===== config.mk =====
export PLATFORM = sky130hd
export DESIGN_NAME = hfp_top
export DESIGN_NICKNAME = d
export VERILOG_FILES = /design/src/design/hfp_pkg.sv /design/src/design/hfp_top.sv /design/src/design/hfp_buf.sv
export SDC_FILE = /design/constraint.sdc
export NUM_CORES = 1
export LEC_CHECK = 0
export BUFFER_PORTS_ARGS = -buffer_cell sky130_fd_sc_hd__clkbuf_2
export CAP_MARGIN = 30
export CORE_UTILIZATION = 30
export DETAILED_ROUTE_END_ITERATION = 12
export PLACE_DENSITY_LB_ADDON = 0.15
export SLEW_MARGIN = 25
export SYNTH_ARGS = -nofsm -noshare
export SYNTH_HDL_FRONTEND = slang
export SYNTH_SLANG_ARGS = --single-unit

===== constraint.sdc =====
create_clock -name CORE_CLK_IN -period 4.83 [get_ports CORE_CLK_IN]
set_input_delay 0.2415 -clock CORE_CLK_IN [delete_from_list [all_inputs] [get_ports CORE_CLK_IN]]
set_output_delay 0.2415 -clock CORE_CLK_IN [all_outputs]
set_load 0.005 [all_outputs]

===== src/design/hfp_pkg.sv =====
/*
 * Shared constants, types and CRC helpers for the HDLC frame processor.
 * Assumes one core clock; line bits arrive as data plus strobe pins.
 */
`default_nettype none
package hfp_pkg;
	localparam logic [7:0]  HFP_FLAG       = 8'h7e;
	localparam logic [7:0]  HFP_GROUP      = 8'hfe;
	localparam logic [7:0]  HFP_CR_BIT     = 8'h02;
	localparam logic [7:0]  HFP_ABORT_FILL = 8'hff;
	localparam logic [15:0] HFP_C16_INIT   = 16'hffff;
	localparam logic [15:0] HFP_C16_POLY   = 16'h8408;
	localparam logic [15:0] HFP_C16_GOOD   = 16'hf0b8;
	localparam logic [31:0] HFP_C32_INIT   = 32'hffffffff;
	localparam logic [31:0] HFP_C32_POLY   = 32'hedb88320;
	localparam logic [31:0] HFP_C32_GOOD   = 32'hdebb20e3;
	localparam logic [2:0]  HFP_STUFF_ONES = 3'h5;
	localparam logic [2:0]  HFP_INS_ZEROS  = 3'h7;
	localparam logic [2:0]  HFP_ABORT_ONES = 3'h6;
	localparam logic [3:0]  HFP_WIN_FULL   = 4'h8;
	localparam logic [16:0] HFP_LEN_BLK    = 17'h00020;
	localparam int          HFP_ST_VFR     = 7;
	localparam int          HFP_ST_OVF     = 6;
	localparam int          HFP_ST_CRC     = 5;
	localparam int          HFP_ST_RAB     = 4;

	typedef enum logic [1:0] {
		HFP_AUTO = 2'h0,
		HFP_AM2  = 2'h1,
		HFP_AM1  = 2'h2,
		HFP_AM0  = 2'h3
	} hfp_mode_e;

	typedef enum logic [2:0] {
		RX_HUNT  = 3'h0,
		RX_FRAME = 3'h1,
		RX_DROP  = 3'h2,
		RX_FLUSH = 3'h3,
		RX_STAT  = 3'h4
	} hfp_rx_e;

	typedef enum logic [2:0] {
		TX_IDLE  = 3'h0,
		TX_PRE   = 3'h1,
		TX_OPEN  = 3'h2,
		TX_HDR   = 3'h3,
		TX_DATA  = 3'h4,
		TX_CRC   = 3'h5,
		TX_CLOSE = 3'h6
	} hfp_tx_e;

	typedef struct packed {
		logic [7:0] data;
		logic       last;
	} hfp_rxw_s;

	typedef struct packed {
		logic rxd1, rxd2, rxs1, rxs2, rxs3, txs1, txs2, txs3;
		hfp_rx_e rx_st, nxt;
		logic [7:0] win, sh, hdr, pd, p2d;
		logic [3:0] wcnt;
		logic [2:0] rones, dones, dzer, bitc, held;
		logic [16:0] bcnt;
		logic [31:0] hist, c32;
		logic [15:0] c16;
		logic [1:0] eidx;
		logic match, abort, ovf, pv, plast, p2v, rx_msg_end_irq, frame_len_exceeded_irq;
		hfp_tx_e tx_st;
		logic [7:0] tsh, nb, prec;
		logic [2:0] tbits, tones, tzer;
		logic tstuff, txo, nbl, nbv, trdy, ifr;
		logic [1:0] hidx, cidx;
		logic [15:0] tc16;
		logic [31:0] tc32;
	} hfp_state_s;

	function automatic logic [15:0] crc16(input logic [15:0] c, input logic [7:0] d);
		logic [15:0] r;
		r = c;
		for (int i = 0; i < 8; i++) begin
			r = (r[0] ^ d[i]) ? ((r >> 1) ^ HFP_C16_POLY) : (r >> 1);
		end
		return r;
	endfunction

	function automatic logic [31:0] crc32(input logic [31:0] c, input logic [7:0] d);
		logic [31:0] r;
		r = c;
		for (int i = 0; i < 8; i++) begin
			r = (r[0] ^ d[i]) ? ((r >> 1) ^ HFP_C32_POLY) : (r >> 1);
		end
		return r;
	endfunction
endpackage
`default_nettype wire


===== src/design/hfp_top.sv =====
/*
 * HDLC frame processor for one serial channel: receive deframer with
 * address filter, CRC check and length check; transmit framer.
 * Assumes line data and strobes are asynchronous pins; strobe rising edge
 * marks one bit, several core clocks per bit. Config inputs are static
 * while frames run.
 */
// How it works
// - Forward matched address bytes first when enabled
// - Masked address bits always count as matching
// - Masks only in recognition modes; zero masks
// - Group address FE/FC ignores the masks
// - I-frame command in auto mode builds address and control itself
// - External CRC: no internal CRC, flag closes
// - Any host frame length is sent unchecked
// - Closing flag opens next waiting frame
// - Receiver accepts shared flags and shared zeros
// - One inserted after seven zeros; zero stuffing
// - Preamble pattern repeats before frame after fill
// - No bit stuffing during preamble
// - CRC-CCITT two bytes or CRC-32 four
// - Last two or four bytes are checksum
// - Forward checksum before status when enabled
// - No checksum: valid-frame minimum length shrinks
// - Maximum length is (blocks+1) times 32
// - Overlong frame ends as abort with status
// - Optional length pulse precedes message-end pulse
// - Discard rest of overlong frame until flag
// - 16-bit high byte: group or two values
// - Mode 1 compares high byte, forwards it when enabled
`timescale 1ns/1ns
`default_nettype none
module hfp_top (
	input  wire logic       CORE_CLK_IN,
	input  wire logic       ARST_N_IN,
	input  wire logic       RX_DATA_IN,
	input  wire logic       RX_STROBE_IN,
	input  wire logic       TX_STROBE_IN,
	output var  logic       TX_DATA_OUT,
	input  wire logic [1:0] MODE_IN,
	input  wire logic       ADDR16_IN,
	input  wire logic       RX_ADDR_FORWARD_EN_IN,
	input  wire logic       RX_CRC_FORWARD_EN_IN,
	input  wire logic       RX_CRC_CHECK_DISABLE_IN,
	input  wire logic       CRC32_SELECT_IN,
	input  wire logic       CMD_RESP_IGNORE_IN,
	input  wire logic [7:0] RX_ADDR_HIGH_A_IN,
	input  wire logic [7:0] RX_ADDR_HIGH_B_IN,
	input  wire logic [7:0] RX_ADDR_LOW_A_IN,
	input  wire logic [7:0] RX_ADDR_LOW_B_IN,
	input  wire logic [7:0] MASK_ADDR_HIGH_A_IN,
	input  wire logic [7:0] MASK_ADDR_HIGH_B_IN,
	input  wire logic [7:0] MASK_ADDR_LOW_A_IN,
	input  wire logic [7:0] MASK_ADDR_LOW_B_IN,
	input  wire logic        RX_LEN_CHECK_EN_IN,
	input  wire logic [10:0] RX_LEN_BLOCKS_IN,
	input  wire logic        FRAME_LEN_EXCEEDED_IRQ_IRQ_EN_IN,
	output var  logic [7:0] RX_DATA_OUT,
	output var  logic       RX_LAST_OUT,
	output var  logic       RX_VALID_OUT,
	input  wire logic       RX_READY_IN,
	output var  logic       RX_MSG_END_IRQ_OUT,
	output var  logic       FRAME_LEN_EXCEEDED_IRQ_OUT,
	input  wire logic       TX_EXTERNAL_CRC_IN,
	input  wire logic       SHARED_FLAG_EN_IN,
	input  wire logic       ONE_INSERTION_EN_IN,
	input  wire logic       PREAMBLE_TX_EN_IN,
	input  wire logic [7:0] PREAMBLE_PATTERN_IN,
	input  wire logic [7:0] PREAMBLE_COUNT_IN,
	input  wire logic       TX_IFRAME_CMD_IN,
	input  wire logic [7:0] TX_ADDR_HIGH_IN,
	input  wire logic [7:0] TX_ADDR_LOW_IN,
	input  wire logic [7:0] TX_CTRL_IN,
	input  wire logic [7:0] TX_DATA_IN,
	input  wire logic       TX_LAST_IN,
	input  wire logic       TX_VALID_IN,
	output var  logic       TX_READY_OUT
);
	hfp_pkg::hfp_state_s s, n;
	hfp_pkg::hfp_rxw_s   rx_w;
	logic                buf_rdy;

	function automatic logic am(input logic [7:0] x, r, m);
		return ((x ^ r) & ~m) == 8'h00;
	endfunction

	function automatic logic hi_ok(input logic [7:0] x, input logic cmd_resp_ignore);
		logic [7:0] cm;
		cm = cmd_resp_ignore ? hfp_pkg::HFP_CR_BIT : 8'h00;
		return ((x | hfp_pkg::HFP_CR_BIT) == hfp_pkg::HFP_GROUP)
			|| am(x, RX_ADDR_HIGH_A_IN, MASK_ADDR_HIGH_A_IN | cm)
			|| am(x, RX_ADDR_HIGH_B_IN, MASK_ADDR_HIGH_B_IN | cm);
	endfunction

	function automatic logic lo_ok(input logic [7:0] x);
		return am(x, RX_ADDR_LOW_A_IN, MASK_ADDR_LOW_A_IN)
			|| am(x, RX_ADDR_LOW_B_IN, MASK_ADDR_LOW_B_IN);
	endfunction

	// Clears per-frame receive fields; line window is kept for shared zeros
	function automatic hfp_pkg::hfp_state_s fresh(input hfp_pkg::hfp_state_s x,
	                                              input logic m0);
		hfp_pkg::hfp_state_s y;
		y = x;
		y.bcnt  = '0;
		y.bitc  = '0;
		y.held  = '0;
		y.eidx  = '0;
		y.dones = '0;
		y.dzer  = '0;
		y.abort = 1'b0;
		y.ovf   = 1'b0;
		y.match = m0;
		y.c16   = hfp_pkg::HFP_C16_INIT;
		y.c32   = hfp_pkg::HFP_C32_INIT;
		y.rx_st = hfp_pkg::RX_FRAME;
		return y;
	endfunction

	always_comb begin
		logic       bi, fl, ab, db, keep, go, upd, tst, crc_ok;
		logic [7:0] b, ob, tb, sh;
		logic [2:0] hn;
		logic [1:0] na, he;
		logic [16:0] maxl;
		bi = 1'b0; fl = 1'b0; ab = 1'b0; db = 1'b0; keep = 1'b0;
		go = 1'b0; upd = 1'b0; tst = 1'b0; crc_ok = 1'b0;
		b = '0; ob = '0; tb = '0; sh = '0; he = '0;
		n = s;
		n.rxd1 = RX_DATA_IN;
		n.rxd2 = s.rxd1;
		n.rxs1 = RX_STROBE_IN;
		n.rxs2 = s.rxs1;
		n.rxs3 = s.rxs2;
		n.txs1 = TX_STROBE_IN;
		n.txs2 = s.txs1;
		n.txs3 = s.txs2;
		n.pv   = 1'b0;
		n.rx_msg_end_irq  = 1'b0;
		n.frame_len_exceeded_irq = 1'b0;
		hn = RX_CRC_CHECK_DISABLE_IN ? 3'h0 : (CRC32_SELECT_IN ? 3'h4 : 3'h2);
		case (MODE_IN)
			hfp_pkg::HFP_AM0: na = 2'h0;
			hfp_pkg::HFP_AM1: na = 2'h1;
			default:          na = ADDR16_IN ? 2'h2 : 2'h1;
		endcase
		maxl = 17'({RX_LEN_BLOCKS_IN, 5'h00}) + hfp_pkg::HFP_LEN_BLK;
		// Lost word when the buffer is full is reported in status
		if (s.pv && !buf_rdy && !s.plast) n.ovf = 1'b1;
		if (s.p2v) begin
			n.pv    = 1'b1;
			n.pd    = s.p2d;
			n.plast = 1'b0;
			n.p2v   = 1'b0;
		end

		// Receive: one line bit per strobe edge
		if (s.rxs2 && !s.rxs3) begin
			bi = s.rxd2;
			n.win = {bi, s.win[7:1]};
			n.rones = bi ? ((s.rones == 3'h7) ? 3'h7 : s.rones + 3'h1) : 3'h0;
			fl = ({bi, s.win[7:1]} == hfp_pkg::HFP_FLAG);
			ab = bi && (s.rones == hfp_pkg::HFP_ABORT_ONES);
			if (fl || ab) n.wcnt = '0;
			else if (s.wcnt != hfp_pkg::HFP_WIN_FULL) n.wcnt = s.wcnt + 4'h1;
			if (ab) begin
				if (s.rx_st == hfp_pkg::RX_FRAME && s.match) begin
					n.abort = 1'b1;
					n.rx_st = hfp_pkg::RX_STAT;
					n.nxt   = hfp_pkg::RX_HUNT;
				end else if (s.rx_st == hfp_pkg::RX_FRAME || s.rx_st == hfp_pkg::RX_DROP) begin
					n.rx_st = hfp_pkg::RX_HUNT;
				end
			end else if (s.wcnt == hfp_pkg::HFP_WIN_FULL && s.rx_st == hfp_pkg::RX_FRAME) begin
				// Last data bit leaves the window on the closing flag's edge
				db = s.win[0];
				if (s.dones == hfp_pkg::HFP_STUFF_ONES && !db) begin
					n.dones = '0;
					n.dzer  = 3'h1;
				end else if (ONE_INSERTION_EN_IN && s.dzer == hfp_pkg::HFP_INS_ZEROS && db) begin
					n.dzer  = '0;
					n.dones = 3'h1;
				end else begin
					keep = 1'b1;
					n.dones = db ? ((s.dones == 3'h7) ? 3'h7 : s.dones + 3'h1) : 3'h0;
					n.dzer  = db ? 3'h0 : ((s.dzer == 3'h7) ? 3'h7 : s.dzer + 3'h1);
				end
			end
		end
		if (keep) begin
			n.sh   = {db, s.sh[7:1]};
			n.bitc = s.bitc + 3'h1;
			if (s.bitc == 3'h7) begin
				b      = {db, s.sh[7:1]};
				n.bcnt = s.bcnt + 17'h1;
				n.c16  = hfp_pkg::crc16(s.c16, b);
				n.c32  = hfp_pkg::crc32(s.c32, b);
				if (RX_LEN_CHECK_EN_IN && n.bcnt > maxl) begin
					n.abort = 1'b1;
					n.frame_len_exceeded_irq  = FRAME_LEN_EXCEEDED_IRQ_IRQ_EN_IN;
					n.nxt   = hfp_pkg::RX_DROP;
					n.rx_st = s.match ? hfp_pkg::RX_STAT : hfp_pkg::RX_DROP;
				end else begin
					n.hist = {s.hist[23:0], b};
					if (s.held < hn) begin
						n.held = s.held + 3'h1;
					end else begin
						ob = (hn == 3'h0) ? b : 8'(s.hist >> {hn - 3'h1, 3'h0});
						if (s.eidx < na) begin
							n.eidx = s.eidx + 2'h1;
							if (s.eidx == 2'h0 && na == 2'h2) begin
								n.hdr = ob;
							end else if (s.eidx == 2'h0) begin
								if (MODE_IN == hfp_pkg::HFP_AM1 ? hi_ok(ob, CMD_RESP_IGNORE_IN)
								                                 : lo_ok(ob)) begin
									n.match = 1'b1;
									n.pv    = RX_ADDR_FORWARD_EN_IN;
									n.pd    = ob;
									n.plast = 1'b0;
								end else begin
									n.rx_st = hfp_pkg::RX_DROP;
								end
							end else if (hi_ok(s.hdr, CMD_RESP_IGNORE_IN) && lo_ok(ob)) begin
								n.match = 1'b1;
								n.pv    = RX_ADDR_FORWARD_EN_IN;
								n.pd    = s.hdr;
								n.plast = 1'b0;
								n.p2v   = RX_ADDR_FORWARD_EN_IN;
								n.p2d   = ob;
							end else begin
								n.rx_st = hfp_pkg::RX_DROP;
							end
						end else begin
							n.pv    = 1'b1;
							n.pd    = ob;
							n.plast = 1'b0;
						end
					end
				end
			end
		end

		// Frame end judged after the last data bit is counted
		if (fl) begin
			case (n.rx_st)
				hfp_pkg::RX_FRAME: begin
					if (n.match && (n.bcnt != '0 || n.bitc != '0)) begin
						n.rx_st = hfp_pkg::RX_FLUSH;
						n.nxt   = hfp_pkg::RX_FRAME;
					end else begin
						n = fresh(n, MODE_IN == hfp_pkg::HFP_AM0);
					end
				end
				hfp_pkg::RX_HUNT, hfp_pkg::RX_DROP: n = fresh(n, MODE_IN == hfp_pkg::HFP_AM0);
				default: ;
			endcase
		end

		// Checksum flush and status byte, one word per core clock
		case (s.rx_st)
			hfp_pkg::RX_FLUSH: begin
				if (RX_CRC_FORWARD_EN_IN && s.held != 3'h0) begin
					n.pv    = 1'b1;
					n.pd    = 8'(s.hist >> {s.held - 3'h1, 3'h0});
					n.plast = 1'b0;
					n.held  = s.held - 3'h1;
				end else begin
					n.rx_st = hfp_pkg::RX_STAT;
				end
			end
			hfp_pkg::RX_STAT: begin
				crc_ok = RX_CRC_CHECK_DISABLE_IN || (CRC32_SELECT_IN ?
					(s.c32 == hfp_pkg::HFP_C32_GOOD) : (s.c16 == hfp_pkg::HFP_C16_GOOD));
				n.pv    = 1'b1;
				n.plast = 1'b1;
				n.rx_msg_end_irq   = 1'b1;
				n.pd    = 8'h00;
				n.pd[hfp_pkg::HFP_ST_VFR] = !s.abort && s.bitc == 3'h0 && crc_ok
					&& s.bcnt > 17'(hn) + 17'(na);
				n.pd[hfp_pkg::HFP_ST_OVF] = s.ovf;
				n.pd[hfp_pkg::HFP_ST_CRC] = crc_ok;
				n.pd[hfp_pkg::HFP_ST_RAB] = s.abort;
				n.rx_st = s.nxt;
				if (s.nxt == hfp_pkg::RX_FRAME) n = fresh(n, MODE_IN == hfp_pkg::HFP_AM0);
			end
			default: ;
		endcase

		// Transmit: one line bit per strobe edge
		if (s.txs2 && !s.txs3) begin
			if (s.tstuff && s.tones == hfp_pkg::HFP_STUFF_ONES) begin
				n.txo   = 1'b0;
				n.tones = '0;
				n.tzer  = (s.tzer == 3'h7) ? 3'h7 : s.tzer + 3'h1;
			end else if (s.tstuff && ONE_INSERTION_EN_IN && s.tzer == hfp_pkg::HFP_INS_ZEROS) begin
				n.txo   = 1'b1;
				n.tzer  = '0;
				n.tones = 3'h1;
			end else begin
				sh  = s.tsh;
				tst = s.tstuff;
				if (s.tbits == 3'h0) begin
					tst = 1'b1;
					case (s.tx_st)
						hfp_pkg::TX_IDLE: begin
							tb  = hfp_pkg::HFP_FLAG;
							tst = 1'b0;
							n.prec = PREAMBLE_COUNT_IN;
							if (s.nbv && PREAMBLE_TX_EN_IN && PREAMBLE_COUNT_IN != 8'h00)
								n.tx_st = hfp_pkg::TX_PRE;
							else go = s.nbv;
						end
						hfp_pkg::TX_PRE: begin
							tb  = PREAMBLE_PATTERN_IN;
							tst = 1'b0;
							n.prec = s.prec - 8'h01;
							if (s.prec == 8'h01) n.tx_st = hfp_pkg::TX_OPEN;
						end
						hfp_pkg::TX_OPEN: begin
							tb  = hfp_pkg::HFP_FLAG;
							tst = 1'b0;
							go  = 1'b1;
						end
						hfp_pkg::TX_HDR: begin
							he  = ADDR16_IN ? s.hidx : s.hidx + 2'h1;
							tb  = (he == 2'h0) ? TX_ADDR_HIGH_IN :
							      (he == 2'h1) ? TX_ADDR_LOW_IN : TX_CTRL_IN;
							upd = 1'b1;
							n.hidx = s.hidx + 2'h1;
							if (he == 2'h2) n.tx_st = hfp_pkg::TX_DATA;
						end
						hfp_pkg::TX_DATA: begin
							if (s.nbv) begin
								tb  = s.nb;
								upd = 1'b1;
								n.nbv = 1'b0;
								n.cidx = '0;
								if (s.nbl) n.tx_st = TX_EXTERNAL_CRC_IN ? hfp_pkg::TX_CLOSE
								                                       : hfp_pkg::TX_CRC;
							end else begin
								// Underrun: ones go out, the far end sees an abort
								tb  = hfp_pkg::HFP_ABORT_FILL;
								tst = 1'b0;
							end
						end
						hfp_pkg::TX_CRC: begin
							tb = ~(CRC32_SELECT_IN ? 8'(s.tc32 >> {s.cidx, 3'h0})
							                       : 8'(s.tc16 >> {s.cidx, 3'h0}));
							n.cidx = s.cidx + 2'h1;
							if (s.cidx == (CRC32_SELECT_IN ? 2'h3 : 2'h1)) n.tx_st = hfp_pkg::TX_CLOSE;
						end
						hfp_pkg::TX_CLOSE: begin
							tb  = hfp_pkg::HFP_FLAG;
							tst = 1'b0;
							if (SHARED_FLAG_EN_IN && s.nbv) go = 1'b1;
							else n.tx_st = hfp_pkg::TX_IDLE;
						end
						default: begin
							tb  = hfp_pkg::HFP_FLAG;
							tst = 1'b0;
							n.tx_st = hfp_pkg::TX_IDLE;
						end
					endcase
					sh = tb;
					if (upd) begin
						n.tc16 = hfp_pkg::crc16(s.tc16, tb);
						n.tc32 = hfp_pkg::crc32(s.tc32, tb);
					end
					if (go) begin
						n.ifr  = TX_IFRAME_CMD_IN && MODE_IN == hfp_pkg::HFP_AUTO;
						n.tc16 = hfp_pkg::HFP_C16_INIT;
						n.tc32 = hfp_pkg::HFP_C32_INIT;
						n.hidx = '0;
						n.tx_st = n.ifr ? hfp_pkg::TX_HDR : hfp_pkg::TX_DATA;
					end
				end
				n.txo    = sh[0];
				n.tsh    = {1'b0, sh[7:1]};
				n.tbits  = s.tbits - 3'h1;
				n.tstuff = tst;
				n.tones  = (tst && sh[0]) ? s.tones + 3'h1 : 3'h0;
				n.tzer   = (tst && !sh[0]) ? s.tzer + 3'h1 : 3'h0;
			end
		end
		if (s.trdy && TX_VALID_IN) begin
			n.nb  = TX_DATA_IN;
			n.nbl = TX_LAST_IN;
			n.nbv = 1'b1;
		end
		n.trdy = !n.nbv;
	end

	always_ff @(posedge CORE_CLK_IN or negedge ARST_N_IN) begin
		if (!ARST_N_IN) begin
			s     <= '0;
			s.txo <= 1'b1;
		end else begin
			s <= n;
		end
	end

	hfp_buf #(.W(9)) u_rx_buf (
		.clk_in        (CORE_CLK_IN),
		.arst_n_in     (ARST_N_IN),
		.in_data_in    ({s.pd, s.plast}),
		.in_valid_in   (s.pv),
		.in_ready_out  (buf_rdy),
		.out_data_out  (rx_w),
		.out_valid_out (RX_VALID_OUT),
		.out_ready_in  (RX_READY_IN)
	);

	assign RX_DATA_OUT                = rx_w.data;
	assign RX_LAST_OUT                = rx_w.last;
	assign RX_MSG_END_IRQ_OUT         = s.rx_msg_end_irq;
	assign FRAME_LEN_EXCEEDED_IRQ_OUT = s.frame_len_exceeded_irq;
	assign TX_DATA_OUT                = s.txo;
	assign TX_READY_OUT               = s.trdy;

	a_frame_len_exceeded_irq_then_rme: assert property (@(posedge CORE_CLK_IN) disable iff (!ARST_N_IN)
		FRAME_LEN_EXCEEDED_IRQ_OUT |=> RX_MSG_END_IRQ_OUT) else $error("length pulse without end");
	a_len_abort_stat: assert property (@(posedge CORE_CLK_IN) disable iff (!ARST_N_IN)
		FRAME_LEN_EXCEEDED_IRQ_OUT |=> (s.pv && s.plast && s.pd[hfp_pkg::HFP_ST_RAB]))
		else $error("overlong frame status lacks abort");
	a_len_then_drop: assert property (@(posedge CORE_CLK_IN) disable iff (!ARST_N_IN)
		FRAME_LEN_EXCEEDED_IRQ_OUT |=> ##1 (s.rx_st != hfp_pkg::RX_FRAME || s.bcnt == '0))
		else $error("overlong frame not discarded");
	a_crc_hold_max: assert property (@(posedge CORE_CLK_IN) disable iff (!ARST_N_IN)
		s.held <= (RX_CRC_CHECK_DISABLE_IN ? 3'h0 : (CRC32_SELECT_IN ? 3'h4 : 3'h2)))
		else $error("too many held checksum bytes");
	a_pre_no_stuff: assert property (@(posedge CORE_CLK_IN) disable iff (!ARST_N_IN)
		(s.tx_st == hfp_pkg::TX_OPEN && $past(s.tx_st) == hfp_pkg::TX_PRE) |-> !s.tstuff)
		else $error("stuffing during preamble");
	a_stuff_limit: assert property (@(posedge CORE_CLK_IN) disable iff (!ARST_N_IN)
		s.tones <= hfp_pkg::HFP_STUFF_ONES && (!ONE_INSERTION_EN_IN || s.tzer <= 3'h7))
		else $error("ones run not stuffed");
	a_ext_crc_skip: assert property (@(posedge CORE_CLK_IN) disable iff (!ARST_N_IN)
		(TX_EXTERNAL_CRC_IN && $past(TX_EXTERNAL_CRC_IN)) |-> s.tx_st != hfp_pkg::TX_CRC)
		else $error("internal CRC with external CRC set");
	a_crc_len: assert property (@(posedge CORE_CLK_IN) disable iff (!ARST_N_IN)
		s.tx_st == hfp_pkg::TX_CRC |-> s.cidx <= (CRC32_SELECT_IN ? 2'h3 : 2'h1))
		else $error("wrong checksum length");
	a_status_last: assert property (@(posedge CORE_CLK_IN) disable iff (!ARST_N_IN)
		RX_MSG_END_IRQ_OUT |-> (s.pv && s.plast)) else $error("end pulse without status byte");
endmodule // hfp_top
`default_nettype wire


===== src/design/hfp_buf.sv =====
/*
 * Two-entry skid buffer with valid/ready on both sides.
 * Assumes source and sink share the core clock.
 */
`timescale 1ns/1ns
`default_nettype none
module hfp_buf #(
	parameter int W = 9
) (
	input  wire logic         clk_in,
	input  wire logic         arst_n_in,
	input  wire logic [W-1:0] in_data_in,
	input  wire logic         in_valid_in,
	output var  logic         in_ready_out,
	output var  logic [W-1:0] out_data_out,
	output var  logic         out_valid_out,
	input  wire logic         out_ready_in
);
	typedef struct packed {
		logic [W-1:0] od, sd;
		logic         ov, sv;
	} hfp_bufst_s;
	hfp_bufst_s s, n;

	always_comb begin
		n = s;
		if (!s.ov || out_ready_in) begin
			if (s.sv) begin
				n.od = s.sd;
				n.sv = 1'b0;
				n.ov = 1'b1;
			end else begin
				n.od = in_data_in;
				n.ov = in_valid_in;
			end
		end else if (in_valid_in && !s.sv) begin
			n.sd = in_data_in;
			n.sv = 1'b1;
		end
	end

	always_ff @(posedge clk_in or negedge arst_n_in) begin
		if (!arst_n_in) s <= '0;
		else s <= n;
	end

	// Spare slot free means a word is never dropped on a stall
	assign in_ready_out  = !s.sv;
	assign out_data_out  = s.od;
	assign out_valid_out = s.ov;
endmodule // hfp_buf
`default_nettype wire


==> run metrics, run 1 <==
endpoints failing hold=0; compound-cell area share of the yosys netlist=16.2%; Synth Area in Simple Gates=between 10% and 20%; vias in the first global route=between 15k and 20k; status=finished clean; FF+latch count, synth=291; commonest non-fill, non-tap cell in the layout=dfrtp_1; Sw Ratio=between 30% and 40%; routed length per instance=between 15 and 20 um; PortBufs=~160; Setup Viol. Count Final=0; starting density of the core=30.4%; ant diodes=0; Syn Std Cell Area=around 20,000 um^2; Max H-tree Level=2; clock network power share=between 20% and 30%; core area=64,600 um^2; die area=~66,000 um^2; total number of vias=about 16k; NumNets Final=2,467; Final Wtd Congestion=~0.98; # rows=93; most frequent cells in the layout=dfrtp_1 (289), nand2_1 (220), xnor2_1 (170); setup TNS=0 ps; multiplexer share of the synthesized area=8.81%; critical path startpoint category=register; CP peak stage delay=approximately 470 ps; Post-Syn Instances=roughly 2.1k; Pwr Density=just under 500 nW/um^2; CTS tree=done; initial DRC count=1,089; Max-Cap Viols=0; combinational power share=a little under half; DRC viols=0; Post-Synth XOR/XNOR Area=13.1%; critical path arrival=~4900 ps; skew final=around 31 ps; ANT nets after route=0; register share of total power=about 29%; post-synthesis sequential area ratio=37.1%; EDFF count, synth=0; Clk Latency, worst-skew pair=~560 ps; delay-heaviest family, CP=simple AND/OR/NAND/NOR gates; area post-placement=21,300 um^2; antenna violations before repair=1; Layout area overhead=16.2%; crit path cell chain=ha_1 > nand3_1 > nor3_2 > nand3_1 > nor2_2 > xor2_1 > ha_1 > nand4_1 > nor2_1 > nor3_1 > a31oi_1 > o211ai_1 > a21oi_1 > or2_2 > a221o_2 > nor2b_4 > buf_12 > and3_1; first-pass GRT wire length=roughly 96,000 um; RSZ-0062 raised after global routing=false; Final WS setup=approximately 380 ps; Async S/R FF share, synth=100%; largest family of logic cells by synthesized area=simple AND/OR/NAND/NOR gates; Net Count, Synth=between 2k and 2.5k; clock sink count=roughly 290; actual slew at the worst max-slew pin=between 900 and 1000 ps; Total GRT Usage=~18%; Root Buffer=clkbuf_16; worst relative slew slack=38.9%; VDD IR max=around 0.4 mV; CP Max Fanout=slightly below 50; yosys warns=0; die width=258 um; post-route minimum period=between 4000 and 5000 ps; Required @ worst endpoint=5270 ps; Routed WL=60,600 um; fin crit share=between 90 and 100%; dominant synthesized flop cell=dfrtp_1; Avg Synthesized Cell Area=between 9 and 10 um^2; Clock Tree Buf Depth=3; Synth Area in Adders=about 3%; total gr overflow=0; share of cells above drive strength 1=19.1%; Crit-path slowest cell=a221o_2; leakage=about 9.6 nW; HPWL Detailed=~45,000 um; clk slew on worst S/H paths=60 ps; Post-Layout Inst Area=approximately 23,000 um^2; DR vias/cell=about 5.2; CTS buffer count=38; largest net degree at the start of global routing=approximately 110; Crit Path Class=register to register; internal power=about 0.0068 W; Synth cell types=100; HP Class=input pin to register; max-slew violations=0; fmax=about 220 MHz; Net Sw Power=between 0.004 and 0.005 W; CP endpoint kind=register; I/O pin total=160; router iterations before antenna repair=6; buffers and inverters on the worst path=1; Vert. Die Dim=258 um; post-place setup slack=roughly 290 ps
-- layer usage --
metal / track usage [%] / part of all wire, % / up-vias
met4: 5.29 / 2.7 / 2
met3: 2.41 / 3.9 / 110
met1: 24.3 / 46 / 8054
met2: 29.8 / 48 / 352
met5: 0 / 0.021 / -
li1: - / - / 7859
-- cell usage after synthesis (9+ instances only) --
| cell type | n | area share, % |
|---|---|---|
| nand2b_1 | 21 | 0.67 |
| or2_2 | 9 | 0.29 |
| xnor2_2 | 11 | 0.91 |
| buf_2 | 33 | 0.84 |
| a31oi_1 | 17 | 0.54 |
| nor4_1 | 22 | 0.70 |
| and3_1 | 11 | 0.35 |
| mux2i_1 | 49 | 2.5 |
| o21ai_1 | 10 | 0.26 |
| xor2_1 | 99 | 4.4 |
| nor2b_1 | 22 | 0.70 |
| nand3_1 | 48 | 1.2 |
| nand2_1 | 220 | 4.2 |
| mux4_2 | 16 | 1.8 |
| o211ai_1 | 58 | 2.2 |
| a211oi_1 | 12 | 0.46 |
| clkbuf_1 | 66 | 1.3 |
| o21a_1 | 9 | 0.34 |
| and2_1 | 13 | 0.41 |
| o22ai_1 | 22 | 0.70 |
| mux2_2 | 77 | 4.4 |
| nand3b_1 | 13 | 0.50 |
| or3_1 | 15 | 0.48 |
| xnor2_1 | 170 | 7.6 |
| o31ai_1 | 15 | 0.57 |
| nor2_1 | 169 | 3.2 |
| buf_1 | 14 | 0.27 |
| inv_1 | 52 | 0.99 |
| ha_1 | 46 | 2.9 |
| nor3b_1 | 17 | 0.65 |
| buf_4 | 10 | 0.38 |
| nand4_1 | 29 | 0.92 |
| o21ai_0 | 101 | 2.6 |
| a211o_1 | 9 | 0.40 |
| a21oi_1 | 153 | 3.9 |
| dfrtp_1 | 290 | 37 |
| nor3_1 | 27 | 0.69 |
-- final timing paths --
path	from	endpoint	slack (ps)	cells past startpoint
hold / removal	PREAMBLE_COUNT_IN[6]	s[73]	40	3
setup / recovery	s[184]	s[201]	380	18
max in group asynchronous	ARST_N_IN	s[5]	3210	3
min in group asynchronous	ARST_N_IN	s[71]	310	2
hold reg to reg	s[273]	s[272]	350	0
setup reg to reg	s[184]	s[201]	380	18
-- power groups by stage --
stage | clock network (W) | logic [W] | registers (W)
2_1_floorplan | 0 | 0.00416 | 0.00311
3_3_place_gp | 0 | 0.00525 | 0.00325
3_5_place_dp | 0 | 0.00528 | 0.00326
4_1_cts | 0.00288 | 0.00533 | 0.00322
5_1_grt | 0.00297 | 0.00580 | 0.00328
6_report | 0.00277 | 0.00527 | 0.00322
-- kinds of logic after synthesis --
kind of cell,Yosys count
and+or+nand+nor,687
DFF,291
AOI/OAI and AO/OA,494
buffers and inverters,184
xor gates and xnor gates,282
adders and majority gates,46
muxes,143
-- per-stage QoR --
stage	hold WS, ps	power (W)	utilization, %	std cells
floorplan	-54.1	0.00727	-	2127
global placement	334	0.00850	33.0	3066
detailed placement	336	0.00854	33.0	3066
CTS	7.03	0.0114	35.3	3155
global route	16.2	0.0120	35.3	3157
finish	38.3	0.0113	35.3	3157
-- registers in the layout (all words and copies together), names as in the netlist --
| name | flops |
|---|---|
| s | 267 |
| u_rx_buf.out_valid_out | 1 |
| TX_DATA_OUT | 1 |
| u_rx_buf.s | 10 |
| FRAME_LEN_EXCEEDED_IRQ_OUT | 1 |
| u_rx_buf.out_data_out | 9 |
| RX_MSG_END_IRQ_OUT | 1 |
| TX_READY_OUT | 1 |
-- worst reg2reg max path, delay by kind of cell, from the launching register on --
kind	cells	cell delay, ps
compound gates	4	1190
fa+ha+maj	2	440
simple gates	10	1990
flops	1	340
buf+inv	1	190
xor+xnor	1	210
-- cell type report --
cell class	instances	area (um^2)
Clock buffer	53	1060
Clock inverter	14	160
Fill cell	6620	41800
Inverter	53	199
Multi-Input combinational cell	1653	11500
Sequential cell	291	7280
Tap cell	855	1070
Timing Repair Buffer	238	1490
-- repair_timing --
item	CTS	global route
endpoints found under the hold margin	125	0
setup buffers	0	0
hold buffers	22	0
gates resized for setup	0	3
endpoints found under the setup margin	0	28
No activity file was read; power rests on OpenSTA's default activity.
==> run 2: changes to the inputs <==
Settings changed: BUFFER_PORTS_ARGS -buffer_cell sky130_fd_sc_hd__clkbuf_2 to -buffer_cell sky130_fd_sc_hd__buf_2, CORE_ASPECT_RATIO set to 1.75, SLEW_MARGIN 25 to 20.
==> run 2 against run 1 <==
  * Clock power barely moved
  * Worst hold slack worse by 9.2 ps
  * Count of clock-buffer cells in the layout decreased by 6
  * Power up 0.60%
  * Setup slack gained 22 ps
  * Cell count is 1.4% lower
  * Wire length up 7.6%
  * Non-clock buffer count is 5 higher
  * Largest power group unchanged
  * Highest routed layer is now met4
==> run metrics, run 2 (same netlist as run 1, synthesis figures left out) <==
Layout area overhead=15.7% (was 16.2%); core area=64,500 um^2 (was 64,600 um^2); Final Wtd Congestion=0.923 (was 0.975); vias in the first global route=16.9k (was 16.4k); FF-to-FF setup slack=400 ps (was 380 ps); HP Class=input pin to register (unchanged); Hold Buf Count CTS=21 (was 22); HPWL Detailed=49,800 um (was 44,700 um); area post-placement=21,300 um^2 (about the same); fin crit share=91.6% (was 92.1%); Total GRT Usage=19.6% (was 18.0%); Post-Layout Inst Area=22,700 um^2 (was 22,800 um^2); Crit Path Class=register to register (unchanged); Reg with most FFs=s (unchanged); DRC viols=0 (unchanged); Pwr Density=499 nW/um^2 (was 494 nW/um^2); area occupied by multi-input gates=11,500 um^2 (about the same); Vert. Die Dim=340 um (was 258 um); ANT nets after route=0 (unchanged); status=finished clean (unchanged); CTS tree=done (unchanged); largest net degree at the start of global routing=147 (was 109); skew final=20.1 ps (was 31.5 ps); CP Max Fanout=32 (was 49); WHS=29.1 ps (was 38.3 ps); Root Buffer=clkbuf_16 (unchanged); routed length per instance=20.9 um (was 19.2 um); most frequent cells in the layout=dfrtp_1 (290), nand2_1 (220), xnor2_1 (170) (was dfrtp_1 (289), nand2_1 (220), xnor2_1 (170)); PortBufs=159 (unchanged); clock sink count=291 (unchanged); Routed WL=65,200 um (was 60,600 um); RSZ-0062 raised after global routing=false (unchanged); endpoints failing hold=0 (unchanged); fmax=226 MHz (was 225 MHz); post-route minimum period=4430 ps (was 4450 ps); post-layout util=35.2% (was 35.3%); Filler cells=6,636 (was 6,620); CTS buffer count=34 (was 38); setup TNS=0 ps (unchanged); total number of vias=16.4k (about the same); CP endpoint kind=register (unchanged); max-slew violations=0 (unchanged); leakage=9.57 nW (was 9.61 nW); Clock Tree Buf Depth=3 (unchanged); Clk Latency, worst-skew pair=550 ps (was 560 ps); VDD IR max=0.507 mV (was 0.392 mV); Max H-tree Level=2 (unchanged); CTS-repair resized insts=0 (unchanged); Max-Cap Viols=0 (unchanged); critical path arrival=4850 ps (was 4890 ps); # rows=123 (was 93); clk slew on worst S/H paths=60 ps (about the same); Setup Viol. Count Final=0 (unchanged); DR vias/cell=5.26 (was 5.19); worst relative slew slack=38.8% (was 38.9%); post-place setup slack=347 ps (was 287 ps); Post-CTS Setup Inserts=0 (unchanged); initial DRC count=770 (was 1,089); Required @ worst endpoint=5250 ps (was 5270 ps); Final WS setup=405 ps (was 383 ps); total gr overflow=0 (unchanged); antenna violations before repair=1 (unchanged); I/O pin total=160 (unchanged); router iterations before antenna repair=7 (was 6); commonest non-fill, non-tap cell in the layout=dfrtp_1 (unchanged); actual slew at the worst max-slew pin=909 ps (was 917 ps); share of cells above drive strength 1=19.0% (was 19.1%); die width=195 um (was 258 um); critical path startpoint category=register (unchanged); die area=66,500 um^2 (was 66,400 um^2); max reg flops=267 (unchanged); starting density of the core=30.4% (about the same); first-pass GRT wire length=100,000 um (was 95,500 um); sequential standard cell area=7280 um^2 (about the same); NumNets Final=2,467 (unchanged)
[run 2: cell types whose count changed in the layout (fill, tap and decap cells not counted), moves of 2 or more]
| cell | before | now |
|---|---|---|
| buf_2 | 0 | 158 |
| buf_4 | 53 | 60 |
| bufinv_16 | 2 | 4 |
| clkbuf_1 | 10 | 7 |
| clkbuf_16 | 38 | 34 |
| clkbuf_2 | 159 | 0 |
| clkinv_4 | 3 | 0 |
| inv_6 | 1 | 3 |
[run 2: final timing paths]
path,cells past startpoint,endpoint,startpoint
max reg2reg,16,s[101],s[184]
min in group asynchronous,2,s[54],ARST_N_IN
min reg2reg,0,s[270],s[271]
min,3,s[69],PREAMBLE_COUNT_IN[2]
max in group asynchronous,3,u_rx_buf.s[10],ARST_N_IN
max,16,s[101],s[184]
[run 2: routing by layer]
metal	track usage [%]	up-vias	wire length (um)
met2	38.1	375	35700
met1	20.8	8037	24700
met4	8.58	0	2730
met3	2.23	123	2090
li1	-	7855	-
met5	0	-	0
[run 2: metrics by stage]
step                cells  power, W
finish               3114    0.0113
global route         3114    0.0120
CTS                  3113    0.0115
detailed placement   3030   0.00867
global placement     3030   0.00863
floorplan            2127   0.00727
[run 2: area by class of cell]
| cell class | instances | area share, % |
|---|---|---|
| flip-flops and latches | 291 | 32.1 |
| multi-input cells | 1652 | 50.7 |
| diodes | 1 | 0.0110 |
| well taps | 812 | 4.48 |
| clock buffers | 47 | 4.23 |
| repair buffers | 243 | 6.73 |
| clock inverters | 15 | 0.882 |
| inverters | 53 | 0.877 |
[run 2: report_power, final]
group / internal, W / switching [W]
Clock: 0.00162 / 0.00112
Sequential: 0.00282 / 0.000415
Combinational: 0.00238 / 0.00297
[run 2: worst max-delay path: stages, from the launching register on]
cell       delay [ps]
dfrtp_1           350
ha_1              170
nand3_1           210
nor2_1            340
xor2_1            270
ha_1              310
nor2b_1           140
o21a_1            160
o21a_1            170
o21ai_0           140
a31oi_1           120
o211ai_1          440
a21oi_1           180
or2_2             360
a21oi_1           320
nand2b_4          480
a2bb2oi_1         120
